===== src/rtl/isam_pkg.sv =====
`default_nettype none
package isam_pkg;

  // ****************************************
  // register map, byte addresses
  // ****************************************
  localparam int            ADDR_W      = 5;
  localparam int            DATA_W      = 16;
  localparam logic [4:0]    OFS_STATUS  = 5'h00;
  localparam logic [4:0]    OFS_MASK    = 5'h04;
  localparam logic [4:0]    OFS_RXH     = 5'h08;
  localparam logic [4:0]    OFS_TXH     = 5'h0C;
  localparam logic [4:0]    OFS_SADDR   = 5'h10;
  localparam logic [4:0]    OFS_CTRL    = 5'h14;
  localparam logic [4:0]    OFS_IRQ_ST  = 5'h18;
  localparam logic [4:0]    OFS_IRQ_MSK = 5'h1C;

  // ****************************************
  // field positions
  // ****************************************
  localparam int ST_TBF   = 0;
  localparam int ST_RBF   = 1;
  localparam int ST_RW    = 2;
  localparam int ST_START = 3;
  localparam int ST_STOP  = 4;
  localparam int ST_DA    = 5;
  localparam int ST_ACK   = 15;
  localparam int CTRL_EN  = 0;
  localparam int EV_RX    = 0;
  localparam int EV_TX    = 1;
  localparam int EV_START = 2;
  localparam int EV_STOP  = 3;
  localparam int EV_MATCH = 4;
  localparam int NEV      = 5;

  // ****************************************
  // reset values and counts
  // ****************************************
  localparam int         MASK_W    = 10;
  localparam logic [9:0] MASK_RST  = 10'h000;
  localparam logic [6:0] SADDR_RST = 7'h2A;
  localparam logic       EN_RST    = 1'b0;
  localparam logic [3:0] BYTE_BITS = 4'h8;
  localparam logic [3:0] LAST_BIT  = 4'h7;

  // ****************************************
  // types
  // ****************************************
  typedef enum logic [5:0] {
    PH_IDLE = 6'h01,
    PH_ADDR = 6'h02,
    PH_RX   = 6'h04,
    PH_TX   = 6'h08,
    PH_AACK = 6'h10,
    PH_MACK = 6'h20
  } isam_phase_t;

  typedef struct packed {
    logic [4:0]  addr;
    logic [15:0] wdata;
    logic        wr;
    logic        rd;
  } isam_bus_t;

  typedef struct packed {
    logic             scl_s1;
    logic             scl_s2;
    logic             scl_p;
    logic             sda_s1;
    logic             sda_s2;
    logic             sda_p;
    isam_phase_t      phase;
    logic [3:0]       bitcnt;
    logic [7:0]       sh;
    logic [7:0]       txsh;
    logic [7:0]       rxh;
    logic [7:0]       txh;
    logic [9:0]       msk;
    logic [6:0]       saddr;
    logic             en;
    logic             da;
    logic             p;
    logic             s;
    logic             rw;
    logic             rx_holding_full;
    logic             tx_holding_full;
    logic             acknowledge_status_flag;
    logic [NEV-1:0]   irqst;
    logic [NEV-1:0]   imsk;
    logic             irq;
    logic             oe;
    logic             drv;
    logic [15:0]      rdata;
  } isam_state_t;

endpackage
`default_nettype wire


===== src/rtl/isam_status_mask.sv =====
`timescale 1ns/1ns
`default_nettype none
module isam_status_mask #(
  parameter logic [6:0] SADDR_INIT = isam_pkg::SADDR_RST
) (
  // clock and reset
  input  wire logic               mclk,
  input  wire logic               rst,
  input  wire logic               ce,
  // register port
  input  wire isam_pkg::isam_bus_t bus,
  output logic [15:0]             rdata,
  output logic                    irq,
  // two-wire link pins
  input  wire logic               scl_in,
  input  wire logic               sda_in,
  output logic                    sda_out,
  output logic                    sda_oe
);

  // ****************************************
  // state
  // ****************************************
  localparam isam_pkg::isam_state_t RST_STATE = '{
    scl_s1: 1'b1, scl_s2: 1'b1, scl_p: 1'b1,
    sda_s1: 1'b1, sda_s2: 1'b1, sda_p: 1'b1,
    phase: isam_pkg::PH_IDLE, bitcnt: 4'h0, sh: 8'h00, txsh: 8'h00,
    rxh: 8'h00, txh: 8'h00, msk: isam_pkg::MASK_RST, saddr: SADDR_INIT,
    en: isam_pkg::EN_RST, da: 1'b0, p: 1'b0, s: 1'b0, rw: 1'b0,
    rx_holding_full: 1'b0, tx_holding_full: 1'b0, acknowledge_status_flag: 1'b0, irqst: '0, imsk: '0,
    irq: 1'b0, oe: 1'b0, drv: 1'b0, rdata: 16'h0000
  };

  isam_pkg::isam_state_t q;
  isam_pkg::isam_state_t d;

  logic rise;
  logic fall;
  logic start_c;
  logic stop_c;
  logic match;
  logic rx_set;
  logic tx_done;
  logic rd_rx;
  logic wr_tx;

  if (isam_pkg::MASK_W != 10 || isam_pkg::DATA_W != 16) begin : g_chk
    $error("isam_status_mask supports only a 10-bit mask on a 16-bit port");
  end

  // ****************************************
  // link conditions, from synchronised pins
  // ****************************************
  assign rise    = q.scl_s2 & ~q.scl_p;
  assign fall    = ~q.scl_s2 & q.scl_p;
  // sda may only move while scl is low, so a change with scl high is a condition
  assign start_c = q.scl_s2 & q.scl_p & q.sda_p & ~q.sda_s2;
  assign stop_c  = q.scl_s2 & q.scl_p & ~q.sda_p & q.sda_s2;
  // 7-bit addressing: mask bits 9..7 have nothing to line up with
  assign match   = (((q.sh[7:1] ^ q.saddr) & ~q.msk[6:0]) == 7'h00);
  assign rd_rx   = bus.rd && bus.addr == isam_pkg::OFS_RXH;
  assign wr_tx   = bus.wr && bus.addr == isam_pkg::OFS_TXH;
  assign rx_set  = q.en && q.phase == isam_pkg::PH_RX && rise && q.bitcnt == isam_pkg::LAST_BIT;
  assign tx_done = q.en && q.phase == isam_pkg::PH_MACK && rise;

  // ****************************************
  // next state
  // ****************************************
  always_comb begin
    logic [isam_pkg::NEV-1:0] ev;
    ev       = '0;
    d        = q;
    d.scl_s1 = scl_in;
    d.scl_s2 = q.scl_s1;
    d.scl_p  = q.scl_s2;
    d.sda_s1 = sda_in;
    d.sda_s2 = q.sda_s1;
    d.sda_p  = q.sda_s2;
    d.drv    = 1'b0;
    d.rdata  = 16'h0000;

    if (q.en) begin
      case (q.phase)
        isam_pkg::PH_ADDR, isam_pkg::PH_RX: begin
          if (rise && q.bitcnt < isam_pkg::BYTE_BITS) begin
            d.sh     = {q.sh[6:0], q.sda_s2};
            d.bitcnt = q.bitcnt + 4'h1;
            if (rx_set) begin
              d.rxh = {q.sh[6:0], q.sda_s2};
              d.da  = 1'b1;
            end
          end else if (fall && q.bitcnt == isam_pkg::BYTE_BITS) begin
            if (q.phase == isam_pkg::PH_RX) begin
              d.oe    = 1'b1;
              d.phase = isam_pkg::PH_AACK;
            end else if (match) begin
              d.rw           = q.sh[0];
              d.da           = 1'b0;
              d.oe           = 1'b1;
              d.phase        = isam_pkg::PH_AACK;
              ev[isam_pkg::EV_MATCH] = 1'b1;
            end else begin
              d.phase = isam_pkg::PH_IDLE;
            end
          end
        end
        isam_pkg::PH_AACK: begin
          if (fall) begin
            d.bitcnt = 4'h0;
            if (q.rw) begin
              d.txsh  = q.txh;
              d.oe    = ~q.txh[7];
              d.phase = isam_pkg::PH_TX;
            end else begin
              d.oe    = 1'b0;
              d.phase = isam_pkg::PH_RX;
            end
          end
        end
        isam_pkg::PH_TX: begin
          if (rise && q.bitcnt < isam_pkg::BYTE_BITS) begin
            d.txsh   = {q.txsh[6:0], 1'b0};
            d.bitcnt = q.bitcnt + 4'h1;
          end else if (fall) begin
            if (q.bitcnt == isam_pkg::BYTE_BITS) begin
              d.oe    = 1'b0;
              d.phase = isam_pkg::PH_MACK;
            end else begin
              d.oe = ~q.txsh[7];
            end
          end
        end
        isam_pkg::PH_MACK: begin
          if (rise) begin
            d.acknowledge_status_flag = q.sda_s2;
            ev[isam_pkg::EV_TX] = 1'b1;
          end else if (fall) begin
            d.bitcnt = 4'h0;
            // a refused byte ends the read; wait for the next start
            if (q.acknowledge_status_flag) begin
              d.phase = isam_pkg::PH_IDLE;
            end else begin
              d.txsh  = q.txh;
              d.oe    = ~q.txh[7];
              d.phase = isam_pkg::PH_TX;
            end
          end
        end
        isam_pkg::PH_IDLE: begin
          d.oe = 1'b0;
        end
        default: begin
          d.oe    = 1'b0;
          d.phase = isam_pkg::PH_IDLE;
        end
      endcase
    end else begin
      d.oe    = 1'b0;
      d.phase = isam_pkg::PH_IDLE;
    end

    if (start_c) begin
      d.s      = 1'b1;
      d.p      = 1'b0;
      d.bitcnt = 4'h0;
      d.oe     = 1'b0;
      d.phase  = q.en ? isam_pkg::PH_ADDR : isam_pkg::PH_IDLE;
      ev[isam_pkg::EV_START] = 1'b1;
    end else if (stop_c) begin
      d.p     = 1'b1;
      d.s     = 1'b0;
      d.oe    = 1'b0;
      d.phase = isam_pkg::PH_IDLE;
      ev[isam_pkg::EV_STOP] = 1'b1;
    end
    ev[isam_pkg::EV_RX] = rx_set;

    // a flag set in the cycle of its clear stays set
    d.rx_holding_full = (q.rx_holding_full & ~rd_rx) | rx_set;
    d.tx_holding_full = (q.tx_holding_full & ~tx_done) | wr_tx;

    // ****************************************
    // register writes
    // ****************************************
    d.irqst = q.irqst;
    if (bus.wr) begin
      case (bus.addr)
        isam_pkg::OFS_MASK:    d.msk   = bus.wdata[9:0];
        isam_pkg::OFS_TXH:     d.txh   = bus.wdata[7:0];
        isam_pkg::OFS_SADDR:   d.saddr = bus.wdata[6:0];
        isam_pkg::OFS_CTRL:    d.en    = bus.wdata[isam_pkg::CTRL_EN];
        isam_pkg::OFS_IRQ_ST:  d.irqst = q.irqst & ~bus.wdata[isam_pkg::NEV-1:0];
        isam_pkg::OFS_IRQ_MSK: d.imsk  = bus.wdata[isam_pkg::NEV-1:0];
        default:               d.irqst = q.irqst;
      endcase
    end
    d.irqst = d.irqst | ev;
    d.irq   = |(d.irqst & d.imsk);

    // ****************************************
    // register reads, answered next cycle
    // ****************************************
    if (bus.rd) begin
      case (bus.addr)
        isam_pkg::OFS_STATUS: begin
          d.rdata[isam_pkg::ST_TBF]   = q.tx_holding_full;
          d.rdata[isam_pkg::ST_RBF]   = q.rx_holding_full;
          d.rdata[isam_pkg::ST_RW]    = q.rw;
          d.rdata[isam_pkg::ST_START] = q.s;
          d.rdata[isam_pkg::ST_STOP]  = q.p;
          d.rdata[isam_pkg::ST_DA]    = q.da;
          d.rdata[isam_pkg::ST_ACK]   = q.acknowledge_status_flag;
        end
        isam_pkg::OFS_MASK:    d.rdata = {6'h00, q.msk};
        isam_pkg::OFS_RXH:     d.rdata = {8'h00, q.rxh};
        isam_pkg::OFS_TXH:     d.rdata = {8'h00, q.txh};
        isam_pkg::OFS_SADDR:   d.rdata = {9'h000, q.saddr};
        isam_pkg::OFS_CTRL:    d.rdata = {15'h0000, q.en};
        isam_pkg::OFS_IRQ_ST:  d.rdata = {11'h000, q.irqst};
        isam_pkg::OFS_IRQ_MSK: d.rdata = {11'h000, q.imsk};
        default:               d.rdata = 16'h0000;
      endcase
    end
  end

  always_ff @(posedge mclk) begin
    if (rst) begin
      q <= RST_STATE;
    end else if (ce) begin
      q <= d;
    end
  end

  assign rdata   = q.rdata;
  assign irq     = q.irq;
  assign sda_out = q.drv;
  assign sda_oe  = q.oe;
endmodule
`default_nettype wire


===== config.mk =====
export PLATFORM = sky130hd
export DESIGN_NAME = isam_status_mask
export DESIGN_NICKNAME = d
export VERILOG_FILES = /design/src/rtl/isam_pkg.sv /design/src/rtl/isam_status_mask.sv
export SDC_FILE = /design/constraint.sdc
export NUM_CORES = 1
export LEC_CHECK = 0
export ABC_AREA = 0
export BUFFER_PORTS_ARGS = -buffer_cell sky130_fd_sc_hd__buf_4
export CAP_MARGIN = 10
export CORE_ASPECT_RATIO = 1.1
export CORE_UTILIZATION = 41
export CTS_CLUSTER_DIAMETER = 50
export DETAILED_ROUTE_END_ITERATION = 7
export SYNTH_ARGS = -nofsm -noshare
export SYNTH_HDL_FRONTEND = slang
export SYNTH_SLANG_ARGS = --single-unit

===== constraint.sdc =====
create_clock -name mclk -period 2.7 [get_ports mclk]
set_clock_uncertainty 0.1 [all_clocks]
set_input_delay 0.675 -clock mclk [delete_from_list [all_inputs] [get_ports mclk]]
set_output_delay 0.675 -clock mclk [all_outputs]
set_load 0.01 [all_outputs]

==> metrics.md, run 1 <==
| Metric | Value |
|---|---|
| Status | finished, final reports clean |
| Final Slew Violations | 0 |
| TritonCTS clock tree | built |
| Synth Warn # | 0 |
| Worst hold path startpoint | rdata[15] |
| Final wirelength | 12.7 mm |
| Max-cap violations | 0 |
| R2R depth | 6 |
| # diodes | 0 |
| Clock transition at the registers of the reported paths | 0.07 ns |
| Worst hold margin | 0.364 ns |
| Commonest non-fill, non-tap cell in the layout | dfxtp_1 |
| Share of layout cells above drive strength 1 | 0.155 |
| EDFF count, synth | 0 |
| Die W | 105 um |
| Clock root cell | clkbuf_16 |
| Avg Inst Size Synth | 8.68 um2 |
| Register area share after synthesis | 0.398 |
| Rows | 41 |
| Crit-path max FO | 7 |
| Final nets | 606 |
| GRT Residual Overflow | 0 |
| Filler Cells Inserted | 1099 |
| DR DRC count | 0 |
| Clk_lat worst skew | 0.35 ns |
| Largest net degree at the start of global routing | 46 |
| RR Endpoint | q[90] |
| Worst path arrival time | 2.70 ns |
| CP Class | register to register |
| HP Class | register to register |
| Final total power | 2.89 mW |
| Cts hold-fix bufs | 0 |
| Final HPWL DP | 9.25 mm |
| Sum Neg Setup Slack | 0 ns |
| Vias per cell | 5.65 |
| IO buf count | 34 |
| DR pass1 iterations | 5 |
| Worst slew pin tran | 0.596 ns |
| CP Data Required Time | 2.84 ns |
| Post-synthesis cell area | 0.00482 mm2 |
| Clock sinks | 96 |
| Via count | 4133 |
| First-pass GRT wire length | 20.2 mm |
| Vias in the first global route | 3773 |
| Final setup viols | 0 |
| Die area | 0.0122 mm2 |
| Register area | 0.00192 mm2 |
| Total CTS buffers | 9 |
| Crit end category | register |
| Die Span Y | 116 um |
| RePlAce Congestion | 0.865 |
| Antenna violations before repair | 0 |
| Most frequent cells in the layout | dfxtp_1, nor2_1, mux2i_1 |
| Reg2reg setup slack | 0.14 ns |
| Top_reg_cell synth | dfxtp_1 |
| F_max | 390 MHz |
| Multi-input gate area | 0.00262 mm2 |
| Final min period | 2.56 ns |
| Startpoint types | register |
| Syn-to-layout area delta | 13.7% |
| Antenna viol nets, final | 0 |
| RSZ-0062 raised after global routing | false |
| Hold violation count in the final report | 0 |
| Ports | 47 |
| Hold depth | 2 |
| DRT iter0 DRCs | 341 |
| Initial Util | 0.422 |
| Synthesized netlist cell count | 556 |
| Routed length per instance | 17.3 um |
| Reg-to-Reg Start | q[90] |
| PostCTS Resize Cnt | 0 |
| H-tree Lvls | 3 |
| Rel. slew slack | 0.602 |
| Hold EP | rdata[15] |
| Placeable Area | 0.0114 mm2 |
| Gr usage total | 0.216 |
| Peak VDD IR | 0.268 mV |
| Post-CTS Setup Repair Bufs | 0 |
| Async SR Flop Fraction | 0 |
| FF+latch count, synth | 96 |
| Pleak | 2.15 nW |
| Maximum buffer depth of the clock tree | 2 |
| Pwr Density | 526 mW/mm2 |
| Library cells used by synthesis | 60 |
| Period utilisation layout | 0.949 |
## stage by stage
| stage | instances | instance area [um2] | utilization | worst slack, ns |
|---|---|---|---|---|
| floorplan | 561 | 4840 | - | 0.318 |
| global placement | 715 | 5190 | 0.454 | 0.230 |
| detailed placement | 715 | 5190 | 0.454 | 0.263 |
| CTS | 731 | 5490 | 0.479 | 0.213 |
| global route | 731 | 5490 | 0.479 | 0.0212 |
| finish | 731 | 5490 | 0.479 | 0.139 |
## flip-flops by register name, indices dropped and copies added, names as in the netlist
name and flops:
q 79, rdata 11, d 4, irq 1, sda_oe 1
## power by group
| group | switching, mW | internal [mW] | total [mW] |
|---|---|---|---|
| Clock | 0.551 | 0.719 | 1.27 |
| Combinational | 0.113 | 0.0667 | 0.180 |
| Sequential | 0.0118 | 1.43 | 1.44 |
## cell usage after synthesis, types with 3 or more instances
cell      count  area share
nor3_1       11       0.011
o211ai_1      6      0.0093
xnor2_1       8       0.015
buf_4        17       0.026
or4_1         3      0.0047
nor4_1        3      0.0039
nor3b_1       5      0.0078
mux4_2        5       0.023
inv_1         9      0.0070
nor2_1       87       0.068
nand3_1      14       0.015
xor2_1        4      0.0073
o21ai_0      22       0.023
buf_2         7      0.0073
a31oi_1       3      0.0039
a22oi_1       9       0.014
mux2i_1      70        0.15
nand4_1       7      0.0091
a21oi_1      32       0.033
or3_1         3      0.0039
clkbuf_1     27       0.021
and2_1        3      0.0039
nand2_1      42       0.033
nand2b_1      6      0.0078
nor2b_1       4      0.0052
a211oi_1      8       0.012
dfxtp_1      96        0.40
o22ai_1       4      0.0052
buf_1         3      0.0023
## worst max path at each step
| stage | from | to | slack [ns] | cells after the start |
|---|---|---|---|---|
| floorplan | bus[21] | q[40] | 0.32 | 6 |
| global placement | q[90] | q[90] | 0.23 | 6 |
| detailed placement | bus[19] | irq | 0.26 | 8 |
| CTS | q[90] | q[90] | 0.21 | 6 |
| global route | q[90] | q[90] | 0.02 | 6 |
| finish | q[90] | q[90] | 0.14 | 6 |
## worst max-delay path: stages (launching register included)
cell,delay [ns]
dfxtp_1,0.37
or4_1,0.70
a21oi_1,0.28
a311oi_1,0.09
a2111oi_0,0.48
a21oi_1,0.14
a211o_1,0.30
## cells by family after synthesis
logic type,after synthesis,synth area share
adders and majority gates,2,0.00519
muxes,77,0.173
AOI/OAI and AO/OA,105,0.140
buffers and inverters,63,0.0641
DFF,96,0.398
other,1,0.000777
and+or+nand+nor,200,0.196
xor gates and xnor gates,12,0.0218
## metal layers
layer	global-route usage	wire length [um]	part of all wire	up-vias
li1	-	-	-	1995
met1	0.285	5740	0.45	1954
met2	0.354	5970	0.47	151
met3	0.0281	570	0.045	33
met4	0.102	380	0.030	0
met5	0	0	0	-
## area by class of cell
type                       count  area share
clock buffer                  11      0.0424
multi-input combinational    402       0.477
tap                          150      0.0342
inverter                       9     0.00616
clock inverter                 5      0.0105
sequential                    96       0.350
timing repair buffer          58      0.0794
Power figures use the tool's default switching activity.
==> inputs of run 2 (changes only) <==
CORE_MARGIN = 3   (was unset)
MAX_ROUTING_LAYER = met4   (was unset)
==> run 2 against run 1 <==
Net effect: power is 0.14% lower; count of clock-buffer cells in the layout is 1 lower; wire length is 3.4% higher; via count is 0.94% lower; non-clock buffer count is 2 lower; utilization is 0.81 points higher; register-to-register slack better by 0.16 ns; largest cell class unchanged; setup slack better by 0.16 ns; largest power group unchanged; final cell count is 0.68% lower; sequential share of layout area is 0.12 points higher; global-route usage is 1.2 points lower; first-iteration DRC count is 4.7% lower.
==> metrics.md, run 2 (synthesis results as in run 1) <==
| Metric | Value |
|---|---|
| Largest register by flop count | q |
| Clock root cell | clkbuf_16 |
| Ports | 47 (unchanged) |
| Antenna violations before repair | 0 (unchanged) |
| Maximum buffer depth of the clock tree | 2 (unchanged) |
| GRT Residual Overflow | 0 (unchanged) |
| DP Area | 0.00518 mm2 (-0.36%) |
| # diodes | 0 (unchanged) |
| CP startpoint | d[99] |
| Die Span Y | 120 um (+3.5%) |
| DR pass1 iterations | 6 (+1) |
| Final min period | 2.40 ns (-0.156 ns) |
| Worst path arrival time | 2.58 ns (-0.12 ns) |
| Reg2reg setup slack | 0.30 ns (+0.16 ns) |
| Pwr Density | 527 mW/mm2 (+0.20%) |
| DRT iter0 DRCs | 325 (-4.7%) |
| Status | finished, final reports clean |
| PostCTS Resize Cnt | 0 (unchanged) |
| IO buf count | 34 (unchanged) |
| RePlAce Congestion | 0.913 (+5.5%) |
| CP Class | register to register |
| Rel. slew slack | 0.538 (-0.0645) |
| Final nets | 604 (-0.33%) |
| Routed length per instance | 18.0 um (+4.1%) |
| Initial Util | 0.430 (+0.00861) |
| Final wirelength | 13.1 mm (+3.4%) |
| Largest net degree at the start of global routing | 56 (+22%) |
| H-tree Lvls | 3 (unchanged) |
| Clock transition at the registers of the reported paths | 0.07 ns (about the same) |
| Share of layout cells above drive strength 1 | 0.155 (+0.000535) |
| Vias in the first global route | 3687 (-2.3%) |
| Die W | 109 um (+3.8%) |
| Crit-path max FO | 7 (unchanged) |
| Sum Neg Setup Slack | 0 ns (unchanged) |
| Filler Cells Inserted | 1116 (+1.5%) |
| Commonest non-fill, non-tap cell in the layout | dfxtp_1 |
| RR Endpoint | q[89] |
| Max-cap violations | 0 (unchanged) |
| RSZ-0062 raised after global routing | false |
| Clock sinks | 96 (unchanged) |
| Rows | 40 (-2.4%) |
| Worst hold margin | 0.364 ns (-0.000519 ns) |
| DR DRC count | 0 (unchanged) |
| First-pass GRT wire length | 20.0 mm (-0.95%) |
| Reg-to-Reg Start | d[99] |
| Worst hold path startpoint | q[31] |
| TritonCTS clock tree | built |
| Most frequent cells in the layout | dfxtp_1, nor2_1, mux2i_1 |
| Gr usage total | 0.205 (-0.0119) |
| CP Data Required Time | 2.88 ns (+0.04 ns) |
| Via count | 4094 (-0.94%) |
| Final HPWL DP | 9.49 mm (+2.5%) |
| Placed cells | 710 (-0.70%) |
| Clk_lat worst skew | 0.35 ns (about the same) |
| Worst slew pin tran | 0.692 ns (+0.0965 ns) |
| Placeable Area | 0.0112 mm2 (-2.0%) |
| Finished Layout Cells | 726 (-0.68%) |
| Startpoint types | register |
| CP endpoint | q[89] |
| Final setup viols | 0 (unchanged) |
| R2R depth | 6 (unchanged) |
| HP Class | register to register |
| Hold violation count in the final report | 0 (unchanged) |
| Post-CTS Setup Repair Bufs | 0 (unchanged) |
| Crit end category | register |
| Die area | 0.0131 mm2 (+7.4%) |
| Final Slew Violations | 0 (unchanged) |
| Period utilisation layout | 0.891 (-0.0578) |
| Syn-to-layout area delta | 13.3% |
| Max FFs per register | 79 (unchanged) |
| Vias per cell | 5.64 (-0.26%) |
| Design area | 0.00547 mm2 (-0.34%) |
| Peak VDD IR | 0.291 mV (+8.6%) |
| Cts hold-fix bufs | 0 (unchanged) |
| Final total power | 2.88 mW (-0.14%) |
| F_max | 416 MHz (+6.5%) |
| Pleak | 2.13 nW (-0.77%) |
| Antenna viol nets, final | 0 (unchanged) |
| Total CTS buffers | 9 (unchanged) |
## run 2: cell count changes in the layout (fill, tap and decap cells not counted), sizes merged
| cell | previous run | this run |
|---|---|---|
| buf | 58 | 56 |
| bufinv | 1 | 0 |
| clkbuf | 11 | 10 |
| clkinv | 4 | 2 |
| clkinvlp | 0 | 2 |
| inv | 9 | 11 |
## run 2: how the worst min path moves through the flow
| stage | endpoint | cells after the start |
|---|---|---|
| floorplan | q[31] | 2 |
| global placement | q[31] | 2 |
| detailed placement | q[31] | 2 |
| CTS | q[31] | 2 |
| global route | q[31] | 2 |
| finish | q[31] | 2 |
## run 2: critical path: stages, from the launching register on
cell and delay (ns):
dfxtp_1 0.43, or3b_4 0.45, or4_4 0.45, nor3_4 0.16
o21ai_2 0.13, or4_1 0.48, a21oi_1 0.13
## run 2: layout make-up
| class | count | area [um2] | area share |
|---|---|---|---|
| multi-input combinational | 402 | 2620 | 0.479 |
| sequential | 96 | 1920 | 0.352 |
| timing repair buffer | 56 | 420 | 0.0769 |
| clock buffer | 10 | 239 | 0.0437 |
| tap | 147 | 184 | 0.0336 |
| clock inverter | 6 | 51.3 | 0.00938 |
| inverter | 9 | 33.8 | 0.00618 |
## run 2: stage by stage
step                       util  setup slack (ns)
after floorplan               -             0.318
after global placement    0.462             0.376
after detailed placement  0.462             0.327
after CTS                 0.488             0.309
after global routing      0.488             0.186
final                     0.488             0.295
## run 2: power by group
part	switching (mW)	internal [mW]	leakage (nW)
logic	0.115	0.0674	1.22
registers	0.0122	1.43	0.775
clock network	0.600	0.664	0.139
## run 2: routing by layer
metal,track usage,up-vias,share of wire
li1,-,1988,-
met1,0.291,1959,0.47
met2,0.298,129,0.46
met3,0.0253,18,0.052
met4,0.0733,0,0.016
met5,-,-,0
